### config.mk
export PLATFORM = sky130hd
export DESIGN_NAME = cctc_top
export DESIGN_NICKNAME = d
export VERILOG_FILES = /design/src/shared/cctc_pkg.sv /design/src/shared/cctc_sw_if.sv /design/src/cctc_sync.sv /design/src/cctc_glitch_mux.sv /design/src/cctc_top.sv
export SDC_FILE = /design/constraint.sdc
export NUM_CORES = 1
export LEC_CHECK = 0
export BUFFER_PORTS_ARGS = -buffer_cell sky130_fd_sc_hd__buf_2
export CORE_ASPECT_RATIO = 1.25
export CORE_MARGIN = 10
export CORE_UTILIZATION = 51
export CTS_CLUSTER_SIZE = 30
export DETAILED_ROUTE_END_ITERATION = 8
export PLACE_DENSITY = 0.84
export SLEW_MARGIN = 0
export SYNTH_ARGS = -nofsm -noshare
export SYNTH_HDL_FRONTEND = slang
export SYNTH_HIERARCHICAL = 1
export SYNTH_SLANG_ARGS = --single-unit
### constraint.sdc
create_clock -name clk_i -period 3.7 [get_ports clk_i]
set_clock_uncertainty 0.1 [all_clocks]
set_input_delay 0.74 -clock clk_i [delete_from_list [all_inputs] [get_ports clk_i]]
set_output_delay 0.74 -clock clk_i [all_outputs]
set_load 0.05 [all_outputs]
### src/shared/cctc_pkg.sv
// Package of constants and types for the CPU clock tree control block
package cctc_pkg;

    // ----------------------------------------------------------------
    // Register addresses
    // ----------------------------------------------------------------
    localparam logic [15:0] CCTC_CLOCK_CONTROL_ADDR = 16'hFFDE;
    localparam logic [7:0] CCTC_TRIM_ADDR = 8'h96;
    localparam logic [7:0] CCTC_AUX_ONE_ADDR = 8'hA2;

    // ----------------------------------------------------------------
    // Clock control fields
    // ----------------------------------------------------------------
    localparam int CCTC_DONE_BIT = 7;
    localparam int CCTC_WDOG_SPEED_BIT = 5;
    localparam int CCTC_XTAL_WDOG_BIT = 4;
    localparam int CCTC_DOUBLER_BIT = 3;
    localparam int CCTC_OSC_SEL_LSB = 0;
    localparam int CCTC_OSC_SEL_W = 3;

    // ----------------------------------------------------------------
    // Trim register fields and the low-power bit
    // ----------------------------------------------------------------
    localparam int CCTC_RC_CPU_BIT = 7;
    localparam int CCTC_CLK_OUT_EN_BIT = 6;
    localparam int CCTC_TRIM_W = 6;
    localparam int CCTC_LOW_POWER_BIT = 7;

    // ----------------------------------------------------------------
    // Configuration byte fields
    // ----------------------------------------------------------------
    localparam int CCTC_CFG1_DOUBLER_BIT = 7;
    localparam int CCTC_CFG2_DOUBLER_BIT = 7;

    // ----------------------------------------------------------------
    // Reset values
    // ----------------------------------------------------------------
    localparam logic [7:0] CCTC_TRIM_CTRL_RESET = 8'h00;
    localparam logic [7:0] CCTC_AUX_ONE_RESET = 8'h00;
    localparam logic [5:0] CCTC_FACTORY_TRIM_DEFAULT = 6'h20;

    // ----------------------------------------------------------------
    // Timing
    // ----------------------------------------------------------------
    localparam int CCTC_MACHINE_CYCLE_CPU_CLOCK = 2;
    localparam int CCTC_PCLK_DIV = 2;
    localparam int CCTC_SYNC_STAGES = 2;
    localparam int CCTC_LOW_POWER_MAX_MHZ = 8;
    localparam int CCTC_RC_NOMINAL_KHZ = 7373;
    localparam int CCTC_RC_DOUBLE_KHZ = 14746;
    localparam int CCTC_WDOG_FAST_KHZ = 400;
    localparam int CCTC_WDOG_SLOW_KHZ = 25;

    // ----------------------------------------------------------------
    // Oscillator source codes
    // ----------------------------------------------------------------
    typedef enum logic [2:0] {
        CCTC_SRC_XTAL = 3'h0,
        CCTC_SRC_EXT = 3'h3,
        CCTC_SRC_WDOG = 3'h4,
        CCTC_SRC_RC = 3'h7
    } cctc_src_type;

    // Switch sequencer states, Gray coded along the path
    typedef enum logic [1:0] {
        CCTC_SW_IDLE = 2'b00,
        CCTC_SW_DROP = 2'b01,
        CCTC_SW_WAIT = 2'b11,
        CCTC_SW_PICK = 2'b10
    } cctc_sw_state_type;

    function automatic logic [1:0] cctc_src_index(input logic [2:0] code);
        case (code)
            3'h0: cctc_src_index = 2'd0;
            3'h3: cctc_src_index = 2'd1;
            3'h4: cctc_src_index = 2'd2;
            default: cctc_src_index = 2'd3;
        endcase
    endfunction

endpackage

### src/shared/cctc_sw_if.sv
// Interface between the switch sequencer and the glitch-free mux
`timescale 1ns/1ps
interface cctc_sw_if;
    logic [1:0] new_sel;
    logic start;
    logic done;
    logic [1:0] active_sel;

    modport ctrl (output new_sel, output start, input done,
        input active_sel);
    modport mux (input new_sel, input start, output done,
        output active_sel);
endinterface

### src/cctc_sync.sv
// Two-stage synchroniser for a bus of levels
`timescale 1ns/1ps
module cctc_sync #(
    parameter int WIDTH = 4
) (
    input wire logic clk_i,
    input wire logic rst_i,
    input wire logic [WIDTH-1:0] async_i,
    output logic [WIDTH-1:0] sync_o
);
    logic [WIDTH-1:0] meta_q;
    logic [WIDTH-1:0] sync_q;

    initial begin
        if (WIDTH < 1) begin
            $error("cctc_sync: WIDTH must be at least 1");
        end
    end

    always_ff @(posedge clk_i) begin
        if (rst_i) begin
            meta_q <= '0;
            sync_q <= '0;
        end else begin
            meta_q <= async_i;
            sync_q <= meta_q;
        end
    end

    assign sync_o = sync_q;
endmodule

### src/cctc_glitch_mux.sv
// Glitch-free selection of one of four source clock enables
`timescale 1ns/1ps
module cctc_glitch_mux (
    input wire logic clk_i,
    input wire logic rst_i,
    input wire logic [3:0] src_tick_i,
    cctc_sw_if.mux sw,
    output logic osc_tick_o
);
    import cctc_pkg::*;

    logic [1:0] cur_q;
    logic gate_q;
    logic [1:0] wait_q;
    logic busy_q;

    // ----------------------------------------------------------------
    // Gate off, let old and new sources settle, then reopen
    // ----------------------------------------------------------------
    always_ff @(posedge clk_i) begin
        if (rst_i) begin
            cur_q <= 2'd0;
            gate_q <= 1'b1;
            wait_q <= 2'd0;
            busy_q <= 1'b0;
        end else if (sw.start) begin
            gate_q <= 1'b0;
            busy_q <= 1'b1;
            wait_q <= 2'(CCTC_SYNC_STAGES);
            cur_q <= sw.new_sel;
        end else if (busy_q) begin
            if (wait_q != 2'd0) begin
                wait_q <= wait_q - 2'd1;
            end else if (src_tick_i[cur_q]) begin
                // Reopen only on a tick of the new source
                gate_q <= 1'b1;
                busy_q <= 1'b0;
            end
        end
    end

    assign osc_tick_o = gate_q & src_tick_i[cur_q];
    assign sw.done = ~busy_q;
    assign sw.active_sel = cur_q;
endmodule

### src/cctc_top.sv
// CPU clock tree control: source select, divider, trim and clock output
`timescale 1ns/1ps
module cctc_top #(
    parameter int DIV_W = 8,
    parameter logic [5:0] FACTORY_TRIM = cctc_pkg::CCTC_FACTORY_TRIM_DEFAULT
) (
    input wire logic clk_i,
    input wire logic rst_i,
    // Special function register port
    input wire logic [7:0] sfr_addr_i,
    input wire logic sfr_wr_i,
    input wire logic [7:0] sfr_wdata_i,
    output logic [7:0] sfr_rdata_o,
    // External data port
    input wire logic [15:0] xdata_addr_i,
    input wire logic xdata_wr_i,
    input wire logic xdata_rd_i,
    input wire logic [7:0] xdata_wdata_i,
    output logic [7:0] xdata_rdata_o,
    output logic xdata_hit_o,
    // Divider setting from the CPU clock divider register
    input wire logic [DIV_W-1:0] cpu_clock_divider_i,
    // Configuration bytes
    input wire logic [7:0] config_byte_one_i,
    input wire logic [7:0] config_byte_two_i,
    // Source clocks as asynchronous levels, then RTC crystal use and watchdog clock enable
    input wire logic crystal_clk_i,
    input wire logic ext_clk_i,
    input wire logic wdog_clk_i,
    input wire logic rc_clk_i,
    input wire logic rtc_uses_crystal_i,
    input wire logic wdog_clock_en_i,
    // Oscillator controls
    output logic [5:0] rc_trim_o,
    output logic rc_doubler_en_o,
    output logic wdog_osc_speed_sel_o,
    output logic crystal_for_wdog_o,
    output logic low_power_clocking_o,
    // Clock enables
    output logic osc_clock_o,
    output logic cpu_clock_o,
    output logic periph_clock_o,
    output logic machine_cycle_o,
    // Clock output pin
    output logic clock_output_pin_o,
    output logic clock_output_pin_oe_o
);
    import cctc_pkg::*;

    initial begin
        if (DIV_W < 1 || DIV_W > 16) begin
            $error("cctc_top: DIV_W must be 1 to 16");
        end
    end

    // ----------------------------------------------------------------
    // Registers
    // ----------------------------------------------------------------
    logic [2:0] osc_sel_q;
    logic doubler_q;
    logic xtal_wdog_q;
    logic wdog_speed_q;
    logic rc_cpu_q;
    logic clk_out_en_q;
    logic [5:0] trim_q;
    logic low_power_q;
    logic [7:0] sfr_rdata_q;
    logic [7:0] xdata_rdata_q;
    logic xdata_hit_q;
    logic strap_done_q;

    logic [3:0] src_sync;
    logic [3:0] src_prev_q;
    logic [3:0] src_tick;
    logic osc_tick;
    logic switch_done;

    cctc_sw_if sw_bus ();

    wire clk_ctrl_sel = xdata_addr_i == CCTC_CLOCK_CONTROL_ADDR;
    // Writes during a switch are dropped
    wire clk_ctrl_wr = xdata_wr_i & clk_ctrl_sel & switch_done;
    wire trim_wr = sfr_wr_i & (sfr_addr_i == CCTC_TRIM_ADDR);
    wire aux_wr = sfr_wr_i & (sfr_addr_i == CCTC_AUX_ONE_ADDR);

    // ----------------------------------------------------------------
    // Source clock synchronisers and tick detection
    // ----------------------------------------------------------------
    cctc_sync #(
        .WIDTH(4)
    ) u_sync (
        .clk_i(clk_i),
        .rst_i(rst_i),
        .async_i({rc_clk_i, wdog_clk_i, ext_clk_i, crystal_clk_i}),
        .sync_o(src_sync)
    );

    always_ff @(posedge clk_i) begin
        if (rst_i) begin
            src_prev_q <= 4'h0;
        end else begin
            src_prev_q <= src_sync;
        end
    end

    assign src_tick = src_sync & ~src_prev_q;

    // ----------------------------------------------------------------
    // Clock control register, strapped from configuration byte one
    // ----------------------------------------------------------------
    // Strap is caught by a clocked process right after reset release
    always_ff @(posedge clk_i) begin
        if (rst_i) begin
            strap_done_q <= 1'b0;
            osc_sel_q <= 3'h0;
            doubler_q <= 1'b0;
            xtal_wdog_q <= 1'b0;
            wdog_speed_q <= 1'b0;
        end else if (!strap_done_q) begin
            strap_done_q <= 1'b1;
            osc_sel_q <= config_byte_one_i[2:0];
            doubler_q <= config_byte_one_i[CCTC_CFG1_DOUBLER_BIT];
        end else if (clk_ctrl_wr) begin
            osc_sel_q <= xdata_wdata_i[CCTC_OSC_SEL_LSB +: CCTC_OSC_SEL_W];
            doubler_q <= xdata_wdata_i[CCTC_DOUBLER_BIT];
            xtal_wdog_q <= xdata_wdata_i[CCTC_XTAL_WDOG_BIT];
            wdog_speed_q <= xdata_wdata_i[CCTC_WDOG_SPEED_BIT];
        end
    end

    // ----------------------------------------------------------------
    // Trim register and low-power bit
    // ----------------------------------------------------------------
    always_ff @(posedge clk_i) begin
        if (rst_i) begin
            rc_cpu_q <= CCTC_TRIM_CTRL_RESET[CCTC_RC_CPU_BIT];
            clk_out_en_q <= CCTC_TRIM_CTRL_RESET[CCTC_CLK_OUT_EN_BIT];
            trim_q <= FACTORY_TRIM;
        end else if (trim_wr) begin
            rc_cpu_q <= sfr_wdata_i[CCTC_RC_CPU_BIT];
            clk_out_en_q <= sfr_wdata_i[CCTC_CLK_OUT_EN_BIT];
            trim_q <= sfr_wdata_i[CCTC_TRIM_W-1:0];
        end
    end

    always_ff @(posedge clk_i) begin
        if (rst_i) begin
            low_power_q <= CCTC_AUX_ONE_RESET[CCTC_LOW_POWER_BIT];
        end else if (aux_wr) begin
            low_power_q <= sfr_wdata_i[CCTC_LOW_POWER_BIT];
        end
    end

    // ----------------------------------------------------------------
    // Switch sequencer
    // ----------------------------------------------------------------
    cctc_sw_state_type sw_state_q;
    logic [1:0] want_sel;

    // RC select overrides the source field at once
    assign want_sel = rc_cpu_q ? 2'd3 : cctc_src_index(osc_sel_q);

    always_ff @(posedge clk_i) begin
        if (rst_i) begin
            sw_state_q <= CCTC_SW_IDLE;
        end else begin
            unique case (sw_state_q)
                CCTC_SW_IDLE: begin
                    if (strap_done_q && want_sel != sw_bus.active_sel) begin
                        sw_state_q <= CCTC_SW_DROP;
                    end
                end
                CCTC_SW_DROP: sw_state_q <= CCTC_SW_WAIT;
                CCTC_SW_WAIT: begin
                    if (sw_bus.done) begin
                        sw_state_q <= CCTC_SW_PICK;
                    end
                end
                CCTC_SW_PICK: sw_state_q <= CCTC_SW_IDLE;
            endcase
        end
    end

    assign sw_bus.start = sw_state_q == CCTC_SW_DROP;
    assign sw_bus.new_sel = want_sel;
    // Flag falls on switch start, rises when finished
    assign switch_done = sw_state_q == CCTC_SW_IDLE;

    cctc_glitch_mux u_mux (
        .clk_i(clk_i),
        .rst_i(rst_i),
        .src_tick_i(src_tick),
        .sw(sw_bus.mux),
        .osc_tick_o(osc_tick)
    );

    // ----------------------------------------------------------------
    // CPU clock divider, peripheral clock, machine cycle
    // ----------------------------------------------------------------
    logic [DIV_W-1:0] div_cnt_q;
    logic cpu_tick_q;
    logic pclk_phase_q;
    logic out_level_q;

    // Divider value N gives osc/(N+1); a count reload avoids a gap
    always_ff @(posedge clk_i) begin
        if (rst_i) begin
            div_cnt_q <= '0;
            cpu_tick_q <= 1'b0;
        end else begin
            cpu_tick_q <= 1'b0;
            if (osc_tick) begin
                if (div_cnt_q >= cpu_clock_divider_i) begin
                    div_cnt_q <= '0;
                    cpu_tick_q <= 1'b1;
                end else begin
                    div_cnt_q <= div_cnt_q + 1'b1;
                end
            end
        end
    end

    always_ff @(posedge clk_i) begin
        if (rst_i) begin
            pclk_phase_q <= 1'b0;
            out_level_q <= 1'b0;
        end else if (cpu_tick_q) begin
            pclk_phase_q <= ~pclk_phase_q;
            out_level_q <= ~out_level_q;
        end
    end

    assign osc_clock_o = osc_tick;
    assign cpu_clock_o = cpu_tick_q;
    assign periph_clock_o = cpu_tick_q & pclk_phase_q;
    assign machine_cycle_o = cpu_tick_q & pclk_phase_q;

    // ----------------------------------------------------------------
    // Clock output pin
    // ----------------------------------------------------------------
    // Crystal counts as used by CPU, RTC or watchdog
    wire xtal_for_cpu = sw_bus.active_sel == 2'd0;
    wire xtal_busy = xtal_for_cpu | rtc_uses_crystal_i |
        (wdog_clock_en_i & xtal_wdog_q);

    always_ff @(posedge clk_i) begin
        if (rst_i) begin
            clock_output_pin_oe_o <= 1'b0;
            clock_output_pin_o <= 1'b0;
        end else begin
            clock_output_pin_oe_o <= clk_out_en_q & ~xtal_busy;
            clock_output_pin_o <= out_level_q;
        end
    end

    // ----------------------------------------------------------------
    // Oscillator controls
    // ----------------------------------------------------------------
    assign rc_trim_o = trim_q;
    // Either the doubler bit or config byte two doubles the RC
    assign rc_doubler_en_o = doubler_q |
        config_byte_two_i[CCTC_CFG2_DOUBLER_BIT];
    assign wdog_osc_speed_sel_o = wdog_speed_q;
    assign crystal_for_wdog_o = xtal_wdog_q;
    assign low_power_clocking_o = low_power_q;

    // ----------------------------------------------------------------
    // Read ports
    // ----------------------------------------------------------------
    always_ff @(posedge clk_i) begin
        if (rst_i) begin
            sfr_rdata_q <= 8'h00;
        end else if (sfr_addr_i == CCTC_TRIM_ADDR) begin
            sfr_rdata_q <= {rc_cpu_q, clk_out_en_q, trim_q};
        end else if (sfr_addr_i == CCTC_AUX_ONE_ADDR) begin
            sfr_rdata_q <= {low_power_q, 7'h00};
        end else begin
            sfr_rdata_q <= 8'h00;
        end
    end

    always_ff @(posedge clk_i) begin
        if (rst_i) begin
            xdata_rdata_q <= 8'h00;
            xdata_hit_q <= 1'b0;
        end else begin
            xdata_hit_q <= (xdata_rd_i | xdata_wr_i) & clk_ctrl_sel;
            if (xdata_rd_i && clk_ctrl_sel) begin
                xdata_rdata_q <= {switch_done, 1'b0, wdog_speed_q,
                    xtal_wdog_q, doubler_q, osc_sel_q};
            end else begin
                xdata_rdata_q <= 8'h00;
            end
        end
    end

    assign sfr_rdata_o = sfr_rdata_q;
    assign xdata_rdata_o = xdata_rdata_q;
    assign xdata_hit_o = xdata_hit_q;
endmodule

### Word-level counts from Yosys, hierarchy flattened

Index checks and enable logic that the tools add are counted.

| storage, ports and cells | value |
|---|---|
| register bits after elaboration | 66 |
| bits of input ports | 75 |
| output and inout bits | 33 |
| logic and storage cells | 109 |

| operators by class | value |
|---|---|
| add/subtract/negate cells | 2 |
| $lt $le $gt $ge | 2 |
| equality and inequality tests | 13 |
| multiplexer cells | 27 |
| bitwise gates (word level) | 20 |
| reduce and logical (&&, ||, !) cells | 17 |

Operator list:

| operator | count |
|---|---|
| 8-bit 2-to-1 mux | 3 |
| 16-bit equality test, second input constant | 1 |
| 8-bit equality test, second input constant | 2 |
| 1-bit 2-to-1 mux | 13 |
| 2-bit 2-to-1 mux | 6 |
| 1-bit bitwise AND | 9 |
| 8-bit by 1-bit adder with 8-bit output, second input constant | 1 |
| 8-bit >= comparator | 1 |
| 2-bit one-hot mux with 4 select lines | 1 |
| 2-bit AND reduction | 4 |
| 2-bit nonzero test | 4 |
| 3-bit 2-to-1 mux | 2 |
| 2-bit one-hot mux with 3 select lines | 1 |
| 2-bit OR reduction | 3 |
| 1-bit inverter | 5 |
| 4-bit bitwise AND | 1 |
| 2-bit equality test, second input constant | 2 |
| 2-bit zero test | 2 |
| 2-bit by 1-bit inequality test with 1-bit output, second input constant | 2 |
| 2-bit inequality test, second input constant | 2 |
| 4-bit inverter | 1 |
| 1-bit OR | 4 |
| 3-bit by 2-bit equality test with 1-bit output, second input constant | 1 |
| 3-bit equality test, second input constant | 1 |
| 8 further kinds | 9 |

### Depth between registers and ports, before layout

Gate-level depths: netlist of run 1.

| depth | value |
|---|---|
| depth in word-level cells | 8 |
| gate-level depth with buffers | 10 |

### Modules after synthesis

Netlist of run 1, hierarchy kept.

Modules (own cells, without submodules):

| module | times used | cells each | area an instance (µm²) | sequential area each (µm²) |
|---|---|---|---|---|
| cctc_top | 1 | 214 | 2128.3 | 1021.0 |
| cctc_glitch_mux | 1 | 28 | 271.5 | 120.1 |
| cctc_sync | 1 | 16 | 210.2 | 160.2 |

### Least setup slack after synthesis of run 1

Ideal clock, no wire load.

| timing path | value |
|---|---|
| path type | register to output |
| start | reg cpu_tick_q, in the netlist cpu_clock_o |
| end | out periph_clock_o |
| arrival | 1.490 ns |
| setup slack | 1.370 ns |
| cell stages (with the launch flop) | 3 |
| path buffers | 1 |
| cell sequence | dfxtp_1 -> and2_1 -> buf_4 |

| on the way | value |
|---|---|
| word-level cells in the longest chain between the ends | 1 |

Ends and longest elaborated chain:

| element | line | text |
|---|---|---|
| start, declared | cctc_top.sv:201 | `logic cpu_tick_q;` |
| start signal, assigned | cctc_top.sv:209 | `cpu_tick_q <= 1'b0;` |
| start signal, assigned | cctc_top.sv:211 | `cpu_tick_q <= 1'b0;` |
| start signal, assigned | cctc_top.sv:215 | `cpu_tick_q <= 1'b1;` |
| 1-bit bitwise AND | n/a |  |
| end, declared | cctc_top.sv:42 | `output logic periph_clock_o,` |

Every way passes these cells.

### Worst setup path after layout of run 1

| timing path | value |
|---|---|
| start | reg u_mux.cur_q[1], in the netlist u_mux/sw.active_sel[1] |
| end | out osc_clock_o |

| on the way | value |
|---|---|
| word-level cells in the longest chain between the ends | 3 |

Ends and longest elaborated chain:

| element | line | text |
|---|---|---|
| start, declared | cctc_glitch_mux.sv:12 | `logic [1:0] cur_q;` |
| start signal, assigned | cctc_glitch_mux.sv:30 | `cur_q <= sw.new_sel;` |
| 1-bit binary-select mux with 2-bit select | cctc_glitch_mux.sv:42 | `assign osc_tick_o = gate_q & src_tick_i[cur_q];` |
| 1-bit 2-to-1 mux (implied by the code) | cctc_glitch_mux.sv:42 |  |
| 1-bit bitwise AND | cctc_glitch_mux.sv:42 |  |
| end, declared | cctc_top.sv:40 | `output logic osc_clock_o,` |

Every way passes these cells. The select of a mux whose other input is x is not followed.

==> metrics.cfg, run 1 <==
[timing]
max_slew.worst_pin.slew_ps=544
rsz0062_at_grt=no
min_period_over_period=0.700
hold_violations=0
maxSlewViolCount=0
relSlewSlack=0.637
setup_viol=0
clock.fmax_ghz=0.386
period_minus_slack_ps=2590
holdWs_ps=336
setup-tns-final_ps=0
fin_ws_ps=1110

[detailed_routing]
ant_nets=0
vias=2060
detail_route.vias_per_cell=4.89
drcViolationCount=0
drtIter0Drc=75
drt_first_pass_iters=4
wl_per_cell_um=13.6
drt_wl_total_um=5720

[placement]
dpl.cell_count=405
pre_cts_slack_ps=1460
io_buffers=93
dp_hpwl_um=4440
gp_congestion=0.783

[floorplan]
start_util=0.521
die-area_um2=8400
core-area_um2=5010
die_y_um=100
die_x_um=84.0
io_pins=108
rows=29

[logic_synthesis]
yosys_register_bits=65
syn-cell-area_um2=2610
synth_most_common_cell=dfxtp_1
avgSynthCellArea_um2=10.1
yosysTopAreaCell=dfxtp_1
synth.distinct_cells=44
ys_warn_count=6
synth-edff-count=0
ys_top_cells_by_count=dfxtp_1 (65), nor2_1 (24), nor2b_1 (20), mux2i_1 (19), inv_1 (11)
synthCells=258
synthFlopType=dfxtp_1
synth.top_cell.area_share=0.499
synth_area_leaders=dfxtp_1 (50%), mux2i_1 (7.3%), nor2b_1 (4.8%), ha_1 (4.3%), nor2_1 (3.5%)
ys_async_sr_fraction=0
synth-seq-area-share=0.499
syn-num-nets=342

[global_route]
grt_pass1_vias=2060
use_met2=0.232
antenna_found_initial=0
busiest_layer=met2
grt_max_degree=28
overflow=0
use_met3=0.0616
grt_pass1_wl_um=9400
grtUsageMet1=0.136
grt_usage=0.136

[final_layout]
finalCoreUtilization=0.657
instances_no_fill=421
nets=438
layout-drive-gt1-share=0.334
diodes=0
fillers=442
area_growth_pct=26.0
multi_input_area_um2=1220
regArea_um2=1300

[clock_network]
cts.repair.resized=0
postCtsHoldBufs=0
cts_tree=yes
numCtsBuffers=9
path_clk_slew_ps=60
cts_setup_buffers=0
clk_path_buf_depth=2
clock-sinks=65
cts-root-buf=clkbuf_8
h-tree-depth=3
insertion_delay_ps=340

[critical_path]
arrival_ps=1750
path_class=flip-flop to output port
worst_setup_path_start_kind=flip-flop
end_kind=output port
path_max_fanout=8
crit_required_ps=2860

[min_path]
hold_path.class=flip-flop to flip-flop

[job]
cap_violations=0

[pwr]
powerDensity_nw_per_um2=419
p_leak_nw=1.66
irDropWorstVdd_mv=0.284

[run_status]
status=completed

[final timing paths]
kind / from / end / slack [ps] / cells past startpoint
worst max-delay path: u_mux/sw.active_sel[1] / osc_clock_o / 1110 / 3
worst min-delay path: u_sync/meta_q[3] / u_sync/sync_o[3] / 340 / 1
worst max register to register: u_mux/sw.active_sel[1] / cpu_clock_o / 1720 / 6
worst min register to register: u_sync/meta_q[3] / u_sync/sync_o[3] / 340 / 1
[area by class of cell]
type | instances | area share
clock buffer | 9 | 0.0377
clock inverter | 7 | 0.0145
inverter | 11 | 0.0126
multi-input combinational | 173 | 0.372
sequential | 65 | 0.396
tap | 62 | 0.0236
timing repair buffer | 94 | 0.144
[per-stage QoR]
stage	instance area (µm²)	total power, mW
after CTS	3290	1.40
after global routing	3290	1.45
final	3290	1.38
after detailed placement	3120	0.883
after floorplan	2610	0.830
after global placement	3120	0.878
[where the power goes]
group	switching (mW)	internal, mW	leakage (nW)
Clock	0.271	0.241	0.0850
Combinational	0.0690	0.0620	1.05
Sequential	0.0167	0.720	0.528
Total	0.357	1.02	1.66
[per-layer routing]
layer	routed length [µm]	part of all wire
met5	0	0
met4	123	0.022
met2	2920	0.51
met1	2260	0.40
met3	417	0.073
[flip-flops by register name (all words and copies together), names as in the netlist, 2 cells and up]
signal and count:
u_mux/wait_q 2, osc_sel_q 3, u_sync/sync_o 4, u_sync/meta_q 4, xdata_rdata_o 7, rc_trim_o 6, div_cnt_q 8, u_mux/sw.active_sel 2
sfr_rdata_o 8, src_prev_q 4, sw_state_q 2
[placed cells by master (no fill, tap or decap), drive strengths merged, types with 2 or more instances in the layout]
master and n:
o21ai 5, nor2b 20, and2 9, inv 11, and3b 2, nand3 5, nand2 10, and3 9
xor2 7, ha 9, nor2 25, clkinv 5, a211oi 4, clkbuf 9, nand4b 2, nand4 5
clkinvlp 2, a22o 2, or3 2, dfxtp 65, a21oi 8, mux2i 19, nor3 10, xnor2 5
buf 94
[worst max-delay path, stage by stage (launching register included)]
cell and delay (ps):
dfxtp_1 440, mux2_2 380, o211a_1 330, buf_2 260
[cell families (layout without fill, tap and decap cells)]
logic type,after synthesis,count (layout),share of synthesized area
buffers and inverters,20,121,0.0321
other,1,1,0.00144
and+or+nand+nor,107,107,0.246
DFF,65,65,0.499
muxes,20,20,0.0772
xor gates and xnor gates,12,12,0.0403
adders and majority gates,9,9,0.0431
AOI/OAI and AO/OA,24,24,0.0614
Note: power is estimated with default switching activity, not from simulation.
==> inputs of run 2 (changes only) <==
--- a/config.mk
+++ b/config.mk
@@ -8,10 +8,10 @@
 export BUFFER_PORTS_ARGS = -buffer_cell sky130_fd_sc_hd__buf_2
 export CORE_ASPECT_RATIO = 1.25
 export CORE_MARGIN = 10
-export CORE_UTILIZATION = 51
+export CORE_UTILIZATION = 43
 export CTS_CLUSTER_SIZE = 30
 export DETAILED_ROUTE_END_ITERATION = 8
-export PLACE_DENSITY = 0.84
+export PLACE_DENSITY = 0.76
 export SLEW_MARGIN = 0
 export SYNTH_ARGS = -nofsm -noshare
 export SYNTH_HDL_FRONTEND = slang
==> constraint.sdc (replaced) <==
create_clock -name clk_i -period 2.3 [get_ports clk_i]
set_clock_uncertainty 0.1 [all_clocks]
set_input_delay 0.46 -clock clk_i [delete_from_list [all_inputs] [get_ports clk_i]]
set_output_delay 0.46 -clock clk_i [all_outputs]
set_load 0.05 [all_outputs]
==> run 2 against run 1 <==
Against the previous run: clock power is 58% higher; combinational power up 64%; critical path depth stayed put; non-clock buffer count unchanged; critical endpoint unchanged; total power is 60% higher; highest routed layer unchanged; register-to-register slack worse by 1300 ps; cell count is 4.5% higher; first-iteration DRC count decreased by 25%; wire length up 0.49%; design area grew 0.95%; worst setup slack worse by 990 ps; via count is 0.34% higher.
==> metrics.cfg, run 2 (synthesis gave the netlist of run 1 again) <==
[critical_path]
crit_required_ps=1740  ; -1120 ps
end_kind=output port
path_class=flip-flop to output port
arrival_ps=1620  ; -130 ps
crit_family=flip-flops
regToRegStartpoint=u_mux/sw.active_sel[1]
crit_slowest_cell=dfxtp_2
slowest_delay_ps=380  ; -60 ps
startpoint=u_mux/sw.active_sel[1]
cp_cell_sequence=mux2_2 -> o211a_2 -> buf_4
path_max_fanout=8  ; unchanged
worst_setup_path_start_kind=flip-flop
worst-path-buf-inv=1  ; unchanged

[global_route]
grt_max_degree=49  ; +75%
overflow=0  ; unchanged
grt_pass1_vias=2132  ; +3.5%
grt_usage=0.121  ; -0.0147
antenna_found_initial=0  ; unchanged
grt_pass1_wl_um=9260  ; -1.5%

[pwr]
p_leak_nw=1.67  ; about the same
irDropWorstVdd_mv=0.405  ; +43%
powerDensity_nw_per_um2=666  ; +59%

[min_path]
hold_path.class=primary input to flip-flop
hp-start=rtc_uses_crystal_i

[clock_network]
clock-sinks=65  ; unchanged
path_clk_slew_ps=70  ; about the same
h-tree-depth=3  ; unchanged
clk_path_buf_depth=2  ; unchanged
cts_tree=yes
numCtsBuffers=9  ; unchanged
postCtsHoldBufs=0  ; unchanged
insertion_delay_ps=330  ; about the same
cts-root-buf=clkbuf_8
cts.repair.resized=2  ; +2
cts_setup_buffers=0  ; unchanged

[detailed_routing]
drt_first_pass_iters=4  ; unchanged
drtIter0Drc=56  ; -25%
ant_nets=0  ; unchanged
vias=2067  ; +0.34%
detail_route.vias_per_cell=4.70  ; -4.0%
wl_per_cell_um=13.1  ; -3.8%
drcViolationCount=0  ; unchanged
drt_wl_total_um=5750  ; +0.49%

[final_layout]
finalInstanceArea_um2=3320  ; +0.95%
final_common_cell=buf_2
instances_no_fill=440  ; +4.5%
nets=438  ; unchanged
area_growth_pct=27.2
layout-drive-gt1-share=0.335  ; +0.000934
mostFrequentLayoutCells=buf_2 (92), dfxtp_1 (64), nor2_1 (24), nor2b_1 (20), mux2i_1 (19)
diodes=0  ; unchanged

[floorplan]
io_pins=108  ; unchanged
core-area_um2=5860  ; +17%
die-area_um2=9610  ; +14%
die_x_um=89.7  ; +6.8%
start_util=0.446  ; -0.0756
rows=31  ; +6.9%
die_y_um=107  ; +7.1%

[placement]
gp_congestion=0.778  ; -0.60%
dp_hpwl_um=4440  ; about the same
io_buffers=93  ; unchanged
pre_cts_slack_ps=326  ; -1130 ps
dpl.cell_count=425  ; +4.9%
placed_cell_area_um2=3160  ; +1.2%

[timing]
maxSlewViolCount=0  ; unchanged
setup_viol=0  ; unchanged
period_minus_slack_ps=2180
rsz0062_at_grt=no
min_period_over_period=0.948
setup-tns-final_ps=0  ; unchanged
clock.fmax_ghz=0.458
fin_ws_ps=119  ; -991 ps
hold_violations=0  ; unchanged

[job]
cap_violations=0  ; unchanged

[run_status]
status=completed

-- run 2: worst reg2reg max path, stage by stage (launching register included) --
cell     delay, ps
dfxtp_2        380
mux2_2         370
o211a_2        330
nand3_1         90
nor2_1          40
a22o_1         280
and2_1         190
-- run 2: final timing paths --
kind,slack [ps],endpoint,depth (start not counted)
worst max-delay path,120,osc_clock_o,3
worst min-delay path,190,clock_output_pin_oe_o,2
worst max register to register,410,cpu_clock_o,6
worst min register to register,340,u_sync/sync_o[3],1
-- run 2: metal layers --
metal	GRT usage	vias to the layer above	share of wire
met4	0.0695	0	0.021
li1	-	1071	-
met2	0.210	53	0.50
met1	0.128	935	0.39
met5	0	-	0
met3	0.0303	8	0.085
-- run 2: power by group --
group / internal [mW] / leakage [nW] / switching, mW
clock network: 0.407 / 0.0887 / 0.402
registers: 1.16 / 0.529 / 0.0272
logic: 0.104 / 1.05 / 0.111
-- run 2: stage by stage --
| stage | power (mW) | util | hold slack [ps] |
|---|---|---|---|
| after floorplan | 1.34 | - | 314 |
| after global placement | 1.42 | 0.539 | 317 |
| after detailed placement | 1.43 | 0.539 | 327 |
| after CTS | 2.24 | 0.567 | 181 |
| after global routing | 2.31 | 0.567 | 190 |
| final | 2.21 | 0.567 | 192 |
-- run 2: final cells by class --
| cell class | instances | area, µm² |
|---|---|---|
| Clock buffer | 11 | 141 |
| Clock inverter | 4 | 20.0 |
| Fill cell | 542 | 2540 |
| Inverter | 11 | 41.3 |
| Multi-Input combinational cell | 173 | 1220 |
| Sequential cell | 65 | 1300 |
| Tap cell | 82 | 103 |
| Timing Repair Buffer | 94 | 488 |
